**src/hdl/gep_defs.vh**
```
// Constants for the sixteen-pin general-purpose port.
`ifndef GEP_DEFS_VH
`define GEP_DEFS_VH
`define GEP_ADDR_W 32
`define GEP_DATA_W 32
`define GEP_PINS 16
`define GEP_OFF_ENABLE 32'h01B00000
`define GEP_OFF_DIRECTION 32'h01B00004
`define GEP_OFF_VALUE 32'h01B00008
`define GEP_OFF_EVMODE 32'h01B00020
`define GEP_RST_ENABLE 16'h0000
`define GEP_RST_DIRECTION 16'h0000
`define GEP_RST_VALUE 16'h0000
`define GEP_RST_EVMODE 2'h0
`define GEP_MODE_OFF 2'h0
`define GEP_MODE_RISE 2'h1
`define GEP_MODE_FALL 2'h2
`define GEP_MODE_BOTH 2'h3
`define GEP_UPPER_ZERO 16'h0000
`endif

```
**src/hdl/gep_port.v**
```verilog
// Sixteen-pin general-purpose port with enable, direction and value registers.
//
// Functional notes
// Sixteen pins, each with enable and direction
// Each pin individually input or output
// Output pin drives written value bit
// Input pin value read returns sampled level
// Pin activity raises interrupt and DMA events
// Pin works only while enable bit set
// Direction zero input, one output
// Direction ignored while pin disabled
// All direction bits zero after reset
// Reserved upper bits read zero, writes ignored
`include "gep_defs.vh"

module gep_port #(
   parameter PINS = `GEP_PINS
) (
   // Clock and reset.
   input wire i_core_clk,
   input wire i_rst,
   // Register port.
   input wire i_reg_sel,
   input wire i_reg_wr,
   input wire [`GEP_ADDR_W-1:0] i_reg_addr,
   input wire [`GEP_DATA_W-1:0] i_reg_wdata,
   output reg [`GEP_DATA_W-1:0] o_reg_rdata,
   output reg o_reg_ack,
   // Pins, split into input, output and output enable.
   input wire [PINS-1:0] i_general_pins,
   output reg [PINS-1:0] o_general_pins,
   output reg [PINS-1:0] o_general_pins_oe,
   // Event outputs, one-cycle pulses.
   output reg o_cpu_irq,
   output reg o_dma_event
);

   ////////////////////////////////////////////////////////////////////////
   // Register storage.
   reg [PINS-1:0] pin_enable_r;
   reg [PINS-1:0] pin_direction_r;
   reg [PINS-1:0] pin_value_r;
   reg [1:0] ev_mode_r;
   reg [`GEP_DATA_W-1:0] rdata_nxt;
   reg event_hit;

   // Access decode.
   wire wr_en;
   wire rd_en;
   wire hit_enable;
   wire hit_direction;
   wire hit_value;
   wire hit_evmode;
   wire wr_enable;
   wire wr_direction;
   wire wr_value;
   wire wr_evmode;

   // Per-pin views.
   wire [PINS-1:0] in_pins;
   wire [PINS-1:0] out_pins;
   wire [PINS-1:0] pin_level;
   wire [PINS-1:0] rise;
   wire [PINS-1:0] fall;
   wire [PINS-1:0] value_view;
   wire [PINS-1:0] drive_nxt;
   wire any_rise;
   wire any_fall;

   ////////////////////////////////////////////////////////////////////////
   // Every access compares the full address, so aliases stay unmapped.
   assign wr_en = i_reg_sel & i_reg_wr;
   assign rd_en = i_reg_sel & ~i_reg_wr;
   assign hit_enable = (i_reg_addr == `GEP_OFF_ENABLE);
   assign hit_direction = (i_reg_addr == `GEP_OFF_DIRECTION);
   assign hit_value = (i_reg_addr == `GEP_OFF_VALUE);
   assign hit_evmode = (i_reg_addr == `GEP_OFF_EVMODE);
   assign wr_enable = wr_en & hit_enable;
   assign wr_direction = wr_en & hit_direction;
   assign wr_value = wr_en & hit_value;
   assign wr_evmode = wr_en & hit_evmode;

   // A direction bit only counts while the same pin is enabled.
   assign in_pins = pin_enable_r & ~pin_direction_r;
   assign out_pins = pin_enable_r & pin_direction_r;
   assign any_rise = |rise;
   assign any_fall = |fall;

   ////////////////////////////////////////////////////////////////////////
   // Per pin: two-flop synchroniser, edge memory, read view, drive value.
   // Edges are only looked for on enabled inputs, so a pin that turns
   // from output to input can raise one event as its level settles.
   genvar g;
   generate
      for (g = 0; g < PINS; g = g + 1) begin : g_pin
         reg sync1_r;
         reg sync2_r;
         reg prev_r;
         always @(posedge i_core_clk) begin
            if (i_rst) begin
               sync1_r <= 1'b0;
               sync2_r <= 1'b0;
               prev_r <= 1'b0;
            end else begin
               sync1_r <= i_general_pins[g];
               sync2_r <= sync1_r;
               prev_r <= sync2_r;
            end
         end
         assign pin_level[g] = sync2_r;
         assign rise[g] = sync2_r & ~prev_r & in_pins[g];
         assign fall[g] = ~sync2_r & prev_r & in_pins[g];
         assign value_view[g] = in_pins[g] ? sync2_r : pin_value_r[g];
         assign drive_nxt[g] = pin_value_r[g] & out_pins[g];
      end
   endgenerate

   ////////////////////////////////////////////////////////////////////////
   // Event selection; one pulse per cycle however many pins moved.
   always @* begin
      case (ev_mode_r)
         `GEP_MODE_RISE: begin
            event_hit = any_rise;
         end
         `GEP_MODE_FALL: begin
            event_hit = any_fall;
         end
         `GEP_MODE_BOTH: begin
            event_hit = any_rise | any_fall;
         end
         default: begin
            event_hit = 1'b0;
         end
      endcase
   end

   ////////////////////////////////////////////////////////////////////////
   // Read multiplexer; reserved upper bits always read zero.
   always @* begin
      rdata_nxt = {`GEP_DATA_W{1'b0}};
      if (hit_enable) begin
         rdata_nxt = {`GEP_UPPER_ZERO, pin_enable_r};
      end else if (hit_direction) begin
         rdata_nxt = {`GEP_UPPER_ZERO, pin_direction_r};
      end else if (hit_value) begin
         rdata_nxt = {`GEP_UPPER_ZERO, value_view};
      end else if (hit_evmode) begin
         rdata_nxt = {{(`GEP_DATA_W-2){1'b0}}, ev_mode_r};
      end
   end

   ////////////////////////////////////////////////////////////////////////
   // Bus answer: every access is acknowledged, even an unmapped one.
   always @(posedge i_core_clk) begin
      if (i_rst) begin
         o_reg_ack <= 1'b0;
      end else begin
         o_reg_ack <= i_reg_sel;
      end
   end

   // Read data stands zero outside a read answer.
   always @(posedge i_core_clk) begin
      if (i_rst) begin
         o_reg_rdata <= {`GEP_DATA_W{1'b0}};
      end else if (rd_en) begin
         o_reg_rdata <= rdata_nxt;
      end else begin
         o_reg_rdata <= {`GEP_DATA_W{1'b0}};
      end
   end

   ////////////////////////////////////////////////////////////////////////
   // Register writes; upper data bits are simply not stored.
   always @(posedge i_core_clk) begin
      if (i_rst) begin
         pin_enable_r <= `GEP_RST_ENABLE;
      end else if (wr_enable) begin
         pin_enable_r <= i_reg_wdata[PINS-1:0];
      end
   end

   always @(posedge i_core_clk) begin
      if (i_rst) begin
         pin_direction_r <= `GEP_RST_DIRECTION;
      end else if (wr_direction) begin
         pin_direction_r <= i_reg_wdata[PINS-1:0];
      end
   end

   always @(posedge i_core_clk) begin
      if (i_rst) begin
         pin_value_r <= `GEP_RST_VALUE;
      end else if (wr_value) begin
         pin_value_r <= i_reg_wdata[PINS-1:0];
      end
   end

   always @(posedge i_core_clk) begin
      if (i_rst) begin
         ev_mode_r <= `GEP_RST_EVMODE;
      end else if (wr_evmode) begin
         ev_mode_r <= i_reg_wdata[1:0];
      end
   end

   ////////////////////////////////////////////////////////////////////////
   // Disabled pins are released so board pulls or other users own them.
   always @(posedge i_core_clk) begin
      if (i_rst) begin
         o_general_pins <= {PINS{1'b0}};
         o_general_pins_oe <= {PINS{1'b0}};
      end else begin
         o_general_pins <= drive_nxt;
         o_general_pins_oe <= out_pins;
      end
   end

   // Both event outputs carry the same pulse; the consumer picks one.
   always @(posedge i_core_clk) begin
      if (i_rst) begin
         o_cpu_irq <= 1'b0;
         o_dma_event <= 1'b0;
      end else begin
         o_cpu_irq <= event_hit;
         o_dma_event <= event_hit;
      end
   end

endmodule // gep_port

```
**config.mk**
```make
export PLATFORM = sky130hd
export DESIGN_NAME = gep_port
export DESIGN_NICKNAME = d
export VERILOG_FILES = /design/src/hdl/gep_port.v
export VERILOG_INCLUDE_DIRS = /design/src /design/src/hdl
export SDC_FILE = /design/constraint.sdc
export NUM_CORES = 1
export LEC_CHECK = 0
export BUFFER_PORTS_ARGS = -buffer_cell sky130_fd_sc_hd__clkbuf_2
export CORE_MARGIN = 10
export CORE_UTILIZATION = 50
export DETAILED_ROUTE_END_ITERATION = 12
export GPL_TIMING_DRIVEN = 0
export PLACE_DENSITY = 0.76
export RECOVER_POWER = 50
export REMOVE_ABC_BUFFERS = 1
export SLEW_MARGIN = 10
export SYNTH_ARGS = -nofsm -noshare
export SYNTH_HDL_FRONTEND = slang
export SYNTH_SLANG_ARGS = --single-unit
```
**constraint.sdc**
```tcl
create_clock -name i_core_clk -period 3.8 [get_ports i_core_clk]
set_input_delay 0.57 -clock i_core_clk [delete_from_list [all_inputs] [get_ports i_core_clk]]
set_output_delay 0.57 -clock i_core_clk [all_outputs]
set_load 0.005 [all_outputs]
```
After elaboration in Yosys (flattened, before gate mapping)
Index checks and enable logic that the tools add are counted.
W data, S select, Z words.
{"block": "word_totals", "out_inout_bits": 67, "word_cells": 214, "in_bits": 84, "ff_bits": 164}
{"block": "classes", "bitwise_logic": 124, "reduce_logical": 4, "mux": 21, "n_eq_ne": 7}
{"cell": "$eq A32 B25 Y1 const B", "n": 4}
{"cell": "$and A1 B1 Y1", "n": 86}
{"cell": "$mux W16", "n": 3}
{"cell": "$not A1 Y1", "n": 34}
{"cell": "$and A16 B16 Y16", "n": 2}
{"cell": "$reduce_or A16 Y1", "n": 2}
{"cell": "$mux W1", "n": 16}
{"cell": "$not A16 Y16", "n": 1}
{"cell": "$reduce_or A5 Y1", "n": 1}
{"cell": "$eq A2 B2 Y1 const B", "n": 2}
{"cell": "$pmux W1 S3", "n": 1}
{"cell": "$eq A2 B1 Y1 const B", "n": 1}
{"cell": "$mux W2", "n": 1}
{"cell": "$reduce_or A2 Y1", "n": 1}
{"cell": "$or A1 B1 Y1", "n": 1}

Longest topological paths before layout
Gate-level depths: netlist of run 1.
{"block": "depth", "ltp_word": 6, "ltp_mapped": 7, "depth_no_buf": 4}

Least setup slack after synthesis of run 1
Ideal clock, no wire load.
{"block": "synth_path", "kind": "input to register", "start": "input i_reg_addr[28]", "end": "register pin_enable_r[10]", "setup_time_ns": 0.072, "required_time_ns": 3.728, "slack_ns": 2.000, "t_arrival_ns": 1.729, "path_stages": 6, "n_path_buf": 2, "cell_sequence": "nor4_2 > and4_4 > and3_4 > buf_12 > buf_12 > mux2i_1"}
{"block": "synth_between", "elab_chain_len": 2}
{"item": "start: declaration", "line": "gep_port.v:25", "text": "input wire [`GEP_ADDR_W-1:0] i_reg_addr,"}
{"item": "$eq A32 B25 Y1 (no line)"}
{"item": "$and A1 B1 Y1", "line": "gep_port.v:78", "text": "assign wr_enable = wr_en & hit_enable;"}
{"item": "end signal: assignment", "line": "gep_port.v:177", "text": "pin_enable_r <= `GEP_RST_ENABLE;"}
{"item": "end signal: assignment", "line": "gep_port.v:179", "text": "pin_enable_r <= i_reg_wdata[PINS-1:0];"}
{"item": "end: declaration", "line": "gep_port.v:40", "text": "reg [PINS-1:0] pin_enable_r;"}
Every way passes these cells.
A chain may end at the register's enable or synchronous reset.

Worst setup path after layout of run 1
{"block": "layout_path", "start": "input i_rst", "end": "register o_reg_rdata[0]"}
{"block": "layout_between", "elab_chain_len": 1}
{"item": "start: declaration", "line": "gep_port.v:21", "text": "input wire i_rst,"}
{"item": "$reduce_or A2 Y1 (no line)"}
{"item": "end signal: assignment", "line": "gep_port.v:165", "text": "o_reg_rdata <= {`GEP_DATA_W{1'b0}};"}
{"item": "end signal: assignment", "line": "gep_port.v:167", "text": "o_reg_rdata <= rdata_nxt;"}
{"item": "end signal: assignment", "line": "gep_port.v:169", "text": "o_reg_rdata <= {`GEP_DATA_W{1'b0}};"}
{"item": "end: declaration", "line": "gep_port.v:27", "text": "output reg [`GEP_DATA_W-1:0] o_reg_rdata,"}
Every way passes these cells.

==> results.py, run 1 <==
metrics = {
    "outcome": {
        "outcome": "finished with violations",
        "violations": "max-capacitance violations, max-slew violations",
    },
    "worst_setup_path": {
        "critPathCaptureType": "flop",
        "cp.required_ps": 4100,
        "critical_path_class": "in -> reg",
        "cp_slowest_stage_delay_ps": 720,
        "cp_slowest_cell": "clkbuf_1",
        "critPathMaxFanout": 64,
        "path_cells": "clkbuf_1 -> buf_12 -> nor2b_1 -> nand4b_2 -> a2111oi_1",
        "critPathArrivalTime_ps": 3200,
        "cp-start-kind": "input pin",
    },
    "logic_synthesis": {
        "netlist_instances": 549,
        "synth_top_cell_area_share_pct": 48.9,
        "yosysWarnings": 0,
        "synth.area.top_cells": "dfxtp_1, mux2i_1, nand2b_1",
        "postSynthAreaPerCell_um2": 11.0,
        "yosysTopAreaCell": "dfxtp_1",
        "synth_area_um2": 6060,
        "synth-seq-cells": 148,
        "yosysSeqAreaShare_pct": 48.9,
        "synthDistinctLibCells": 42,
    },
    "place": {
        "gp_congestion": 0.770,
        "preCtsSetupSlack_ps": 1080,
        "hpwl_mm": 9.63,
        "port_buffers": 118,
    },
    "clock_tree": {
        "clock-sinks": 148,
        "clockRootBuffer": "clkbuf_16",
        "cts_max_path_buffers": 2,
        "insertion_delay_ps": 430,
        "numCtsBuffers": 17,
        "cts_resized": 0,
        "post-cts-setup-buffers": 0,
        "clk_pin_slew_ps": 60,
        "ctsHtreeMaxLevel": 4,
        "cts_hold_buf": 0,
        "cts_tree": "yes",
    },
    "power_and_ir_drop": {
        "p_int_mw": 2.75,
        "powerDensity_nw_per_um2": 479,
        "p_leak_nw": 2.89,
        "p_seq_share_pct": 45.9,
        "p_sw_share_pct": 20.4,
        "clkPwrFrac_pct": 50.7,
        "combPwrFrac_pct": 3.4,
        "power_switching_uw": 704,
        "peakVddDrop_mv": 0.314,
    },
    "floorplan": {
        "die_w_um": 130,
        "io_pins": 151,
        "core_um2": 12000,
        "start_util_pct": 50.7,
        "die_y_um": 130,
        "die-area_um2": 16900,
        "rows": 40,
    },
    "timing": {
        "timing.hold.ws_ps": 348,
        "hold_violations": 0,
        "post-route-period-util_pct": 76.3,
        "tns_ps": 0,
        "fin_ws_ps": 899,
        "max_freq_mhz": 345,
        "setup-violations-final": 0,
        "drv_slew": 52,
        "skew_ps": 6.49,
        "worst_pin_slew_ps": 1930,
        "period_minus_slack_ps": 2900,
        "rsz0062_at_grt": "false",
        "relSlewSlack_pct": -28.7,
    },
    "hold_path": {
        "hold_path_class": "in -> reg",
    },
    "routing": {
        "viasPerCell": 5.03,
        "routed_wl_mm": 13.9,
        "drt-wirelength-per-cell_um": 16.9,
        "vias": 4137,
        "drt_iter0_markers": 250,
        "first_pass_iters": 4,
        "drc": 0,
        "drtAntennaViolNets": 0,
    },
    "cells_and_area": {
        "fin_util_pct": 60.3,
        "fillCellCount": 1022,
        "nNetsFinal": 747,
        "diodes": 0,
        "drive_gt1_share_pct": 25.0,
        "area_delta_synth_final_pct": 19.0,
    },
    "global_route": {
        "antenna_found_initial": 0,
        "grt_first_pass_wirelength_mm": 22.1,
        "gr-total-overflow": 0,
        "grt_pass1_vias": 4422,
        "grt_max_degree": 65,
        "grt.total_usage_pct": 16.9,
    },
    "job": {
        "max_cap_viol_count": 1,
    },
}
==> worst paths after layout <==
path / from / end / slack, ps / depth (start not counted)
hold reg to reg: g_pin[4].sync1_r / g_pin[4].sync2_r / 440 / 1
setup reg to reg: pin_enable_r[0] / o_reg_rdata[0] / 2220 / 4
setup / recovery: i_rst / o_reg_rdata[0] / 900 / 5
hold / removal: i_general_pins[1] / g_pin[1].sync1_r / 350 / 2
==> power groups by stage <==
stage / combinational, mW / clock, mW / sequential [mW]
after global routing: 0.130 / 1.85 / 1.59
after CTS: 0.118 / 1.78 / 1.58
after detailed placement: 0.117 / 0 / 1.62
final: 0.118 / 1.75 / 1.58
after floorplan: 0.0518 / 0 / 1.61
after global placement: 0.113 / 0 / 1.62
==> cell families (layout without fill, tap and decap cells) <==
kind of cell           Yosys count  count (layout)  synth area share [%]
and+or+nand+nor                246             246                  28.6
other                            1              16                0.0619
AOI/OAI and AO/OA               33              33                  5.55
DFF                            148             148                  48.9
muxes                           66              66                  10.9
buffers and inverters           55             167                  5.92
==> metal layers <==
layer	track usage [%]	share of wire, %
met1	19.1	41
met2	28.6	50
met3	5.64	7.1
met4	6.94	1.8
met5	0	0
==> metrics by stage <==
step,area (µm²),total power [mW],cells
final,7210,3.45,823
after global routing,7210,3.57,823
after CTS,7240,3.48,823
after detailed placement,6620,1.73,791
after global placement,6590,1.73,790
after floorplan,5820,1.67,525
==> cell usage after synthesis <==
cell type,number
buf_12,3
inv_1,16
clkbuf_1,12
nand2b_2,1
nor3_1,1
and2b_2,1
o22ai_1,1
nor4_4,1
buf_6,5
mux2i_1,64
nor4bb_1,33
nor4b_2,2
nand4b_2,1
nor4b_4,2
and3_1,1
nor2b_4,2
nor4_1,9
and4_4,1
conb_1,1
and2b_1,1
a221oi_1,2
a2bb2oi_2,10
a21oi_1,4
and3_4,1
nor2_1,16
a2bb2oi_1,4
mux2_2,2
a2111oi_1,2
and4_1,3
dfxtp_1,148
nand4_1,1
nand3_4,2
nor4_2,2
nor2b_1,65
buf_2,2
and2_1,16
buf_4,17
a21oi_2,10
nand2b_1,66
and3_2,1
and3b_1,1
nand2_1,16
==> critical path: cells and delay by family <==
| family | cells | cell delay [ps] |
|---|---|---|
| AO/OA/AOI/OAI | 1 | 540 |
| buffers and inverters | 2 | 1200 |
| AND/OR/NAND/NOR | 2 | 860 |
==> flip-flops by register name, indices dropped and copies added (netlist names) <==
name               cells
pin_direction_r       16
o_reg_ack              1
g_pin.prev_r          16
pin_enable_r          16
o_reg_rdata           16
g_pin.sync1_r         16
pin_value_r           16
o_general_pins        16
ev_mode_r              2
g_pin.sync2_r         16
o_general_pins_oe     16
o_dma_event            1
==> cell usage in the layout, fill, tap and decap left out, types with 4 or more instances in the layout <==
cell type	Yosys	routed
dfxtp_1	148	148
clkbuf_2	0	98
nand2b_1	66	66
nor2b_1	65	65
mux2i_1	64	64
nor4bb_1	33	33
clkbuf_1	12	20
clkbuf_16	0	17
inv_1	16	16
nor2_1	16	16
nand2_1	16	16
conb_1	1	16
and2_1	16	11
a2bb2oi_2	10	10
a21oi_2	10	10
nor4_1	9	9
and2_0	0	5
a2bb2oi_1	4	4
a21oi_1	4	4
bufinv_16	0	4
clkinv_2	0	4
==> cell type report <==
| cell class | count | area, µm² | share of cell area, % |
|---|---|---|---|
| Clock buffer | 19 | 443 | 6.14 |
| Clock inverter | 13 | 180 | 2.50 |
| Inverter | 16 | 60.1 | 0.833 |
| Multi-Input combinational cell | 361 | 2800 | 38.8 |
| Sequential cell | 148 | 2960 | 41.1 |
| Tap cell | 147 | 184 | 2.55 |
| Timing Repair Buffer | 119 | 586 | 8.12 |
No activity file was read; power rests on OpenSTA's default activity.
==> run 2: changes to the inputs <==
- clock period: 3.8 -> 2.9 ns (I/O delays scaled with it)
==> run 2 against run 1 <==
Net effect: the flow now finishes without violations; via count is essentially flat; non-clock buffer count is the same; sequential cell count is the same; final area is essentially flat; utilization is essentially flat; worst setup slack lost 200 ps.
==> results.py, run 2 (synthesis gave the netlist of run 1 again) <==
metrics = {
    "job": {
        "max_cap_viol_count": 0,
    },
    "worst_setup_path": {
        "cp.required_ps": 3190,
        "regToRegSetupSlack_ps": 1320,
        "reg2reg_from": "pin_enable_r[0]",
        "cp_slowest_cell": "nand4b_2",
        "critical_path_class": "in -> reg",
        "reg2regPathDepth": 4,
        "critPathMaxFanout": 64,
        "cp_slowest_stage_delay_ps": 670,
        "critPathCaptureType": "flop",
        "critPathArrivalTime_ps": 2490,
        "cp_top_family": "simple AND/OR/NAND/NOR gates",
        "crit_start": "i_rst",
        "regToRegEndpoint": "o_reg_rdata[0]",
        "path_cells": "clkbuf_4 -> buf_12 -> nor2b_1 -> nand4b_2 -> a2111oi_1",
        "cp-start-kind": "input pin",
        "cp_num_buf_inv": 2,
    },
    "routing": {
        "drt_iter0_markers": 250,
        "drc": 0,
        "viasPerCell": 5.03,
        "drt-wirelength-per-cell_um": 16.9,
        "vias": 4140,
        "first_pass_iters": 4,
        "routed_wl_mm": 13.9,
        "drtAntennaViolNets": 0,
    },
    "timing": {
        "worst_pin_slew_ps": 1020,
        "post-route-period-util_pct": 75.9,
        "drv_slew": 0,
        "rsz0062_at_grt": "false",
        "setup-violations-final": 0,
        "relSlewSlack_pct": 32.1,
        "timing.hold.ws_ps": 213,
        "skew_ps": 10.7,
        "max_freq_mhz": 454,
        "hold_violations": 0,
        "period_minus_slack_ps": 2200,
    },
    "global_route": {
        "grt.busiest_layer": "met2",
        "grt_pass1_vias": 4422,
        "grtUsageMet2_pct": 28.6,
        "grt_first_pass_wirelength_mm": 22.1,
        "use_met3_pct": 5.64,
        "grt_max_degree": 65,
        "grt.total_usage_pct": 16.9,
        "met1_usage_pct": 19.1,
        "gr-total-overflow": 0,
        "antenna_found_initial": 0,
    },
    "place": {
        "dp_cells": 791,
        "placed_area_um2": 6620,
        "gp_congestion": 0.770,
        "port_buffers": 118,
        "hpwl_mm": 9.63,
    },
    "cells_and_area": {
        "final_cells": 823,
        "area_delta_synth_final_pct": 19.0,
        "final_cell_mix": "dfxtp_1, clkbuf_2, nand2b_1",
        "multiInputGateArea_um2": 2800,
        "register_area_um2": 2960,
        "fin_area_um2": 7210,
        "diodes": 0,
        "final_common_cell": "dfxtp_1",
        "nNetsFinal": 747,
        "fillCellCount": 1023,
        "drive_gt1_share_pct": 25.1,
    },
    "hold_path": {
        "hold_start": "i_general_pins[5]",
        "holdPathStages": 2,
        "hold_path_class": "in -> reg",
        "min_to": "g_pin[5].sync1_r",
    },
    "clock_tree": {
        "clk_pin_slew_ps": 60,
        "ctsHtreeMaxLevel": 4,
        "cts_hold_buf": 0,
        "cts_tree": "yes",
        "cts_resized": 0,
        "cts_max_path_buffers": 2,
        "insertion_delay_ps": 430,
        "numCtsBuffers": 17,
        "clockRootBuffer": "clkbuf_16",
        "clock-sinks": 148,
        "post-cts-setup-buffers": 0,
    },
    "floorplan": {
        "die_y_um": 130,
        "die_w_um": 130,
        "core_um2": 12000,
        "rows": 40,
        "start_util_pct": 50.7,
        "io_pins": 151,
        "die-area_um2": 16900,
    },
    "power_and_ir_drop": {
        "p_leak_nw": 2.90,
        "powerDensity_nw_per_um2": 627,
        "p_total_mw": 4.52,
        "peakVddDrop_mv": 0.409,
    },
    "outcome": {
        "outcome": "finished, final reports clean",
    },
}
## run 2: worst max path at each step
stage                           to  slack, ps  depth (start not counted)
detailed placement  o_reg_rdata[0]        310                          5
finish              o_reg_rdata[0]        700                          5
global placement    o_reg_rdata[0]       -350                          4
CTS                 o_reg_rdata[0]        740                          5
global route        o_reg_rdata[0]        610                          5
floorplan           o_reg_rdata[0]        980                          4
## run 2: cell type report
cell class,instances,share of cell area (%)
flip-flops and latches,148,41.1
well taps,147,2.55
clock inverters,13,2.50
clock buffers,19,6.14
repair buffers,119,8.17
inverters,16,0.832
multi-input cells,361,38.7
## run 2: power by group
group | switching (mW) | leakage [nW] | internal (mW)
Sequential | 0.0137 | 1.20 | 2.06
Combinational | 0.0723 | 1.40 | 0.0815
Clock | 0.835 | 0.300 | 1.46
## run 2: per-layer routing
| layer | vias to the layer above | part of all wire (%) |
|---|---|---|
| li1 | 2075 | - |
| met1 | 1930 | 42 |
| met2 | 115 | 50 |
| met3 | 20 | 6.5 |
| met4 | 0 | 1.6 |
| met5 | - | 0 |
## run 2: per-stage QoR
step                setup TNS (ps)  setup WS (ps)  util [%]
floorplan                        0            978         -
global placement             -3100           -354      55.1
detailed placement               0            315      55.3
CTS                              0            737      60.5
global route                     0            610      60.3
finish                           0            699      60.3
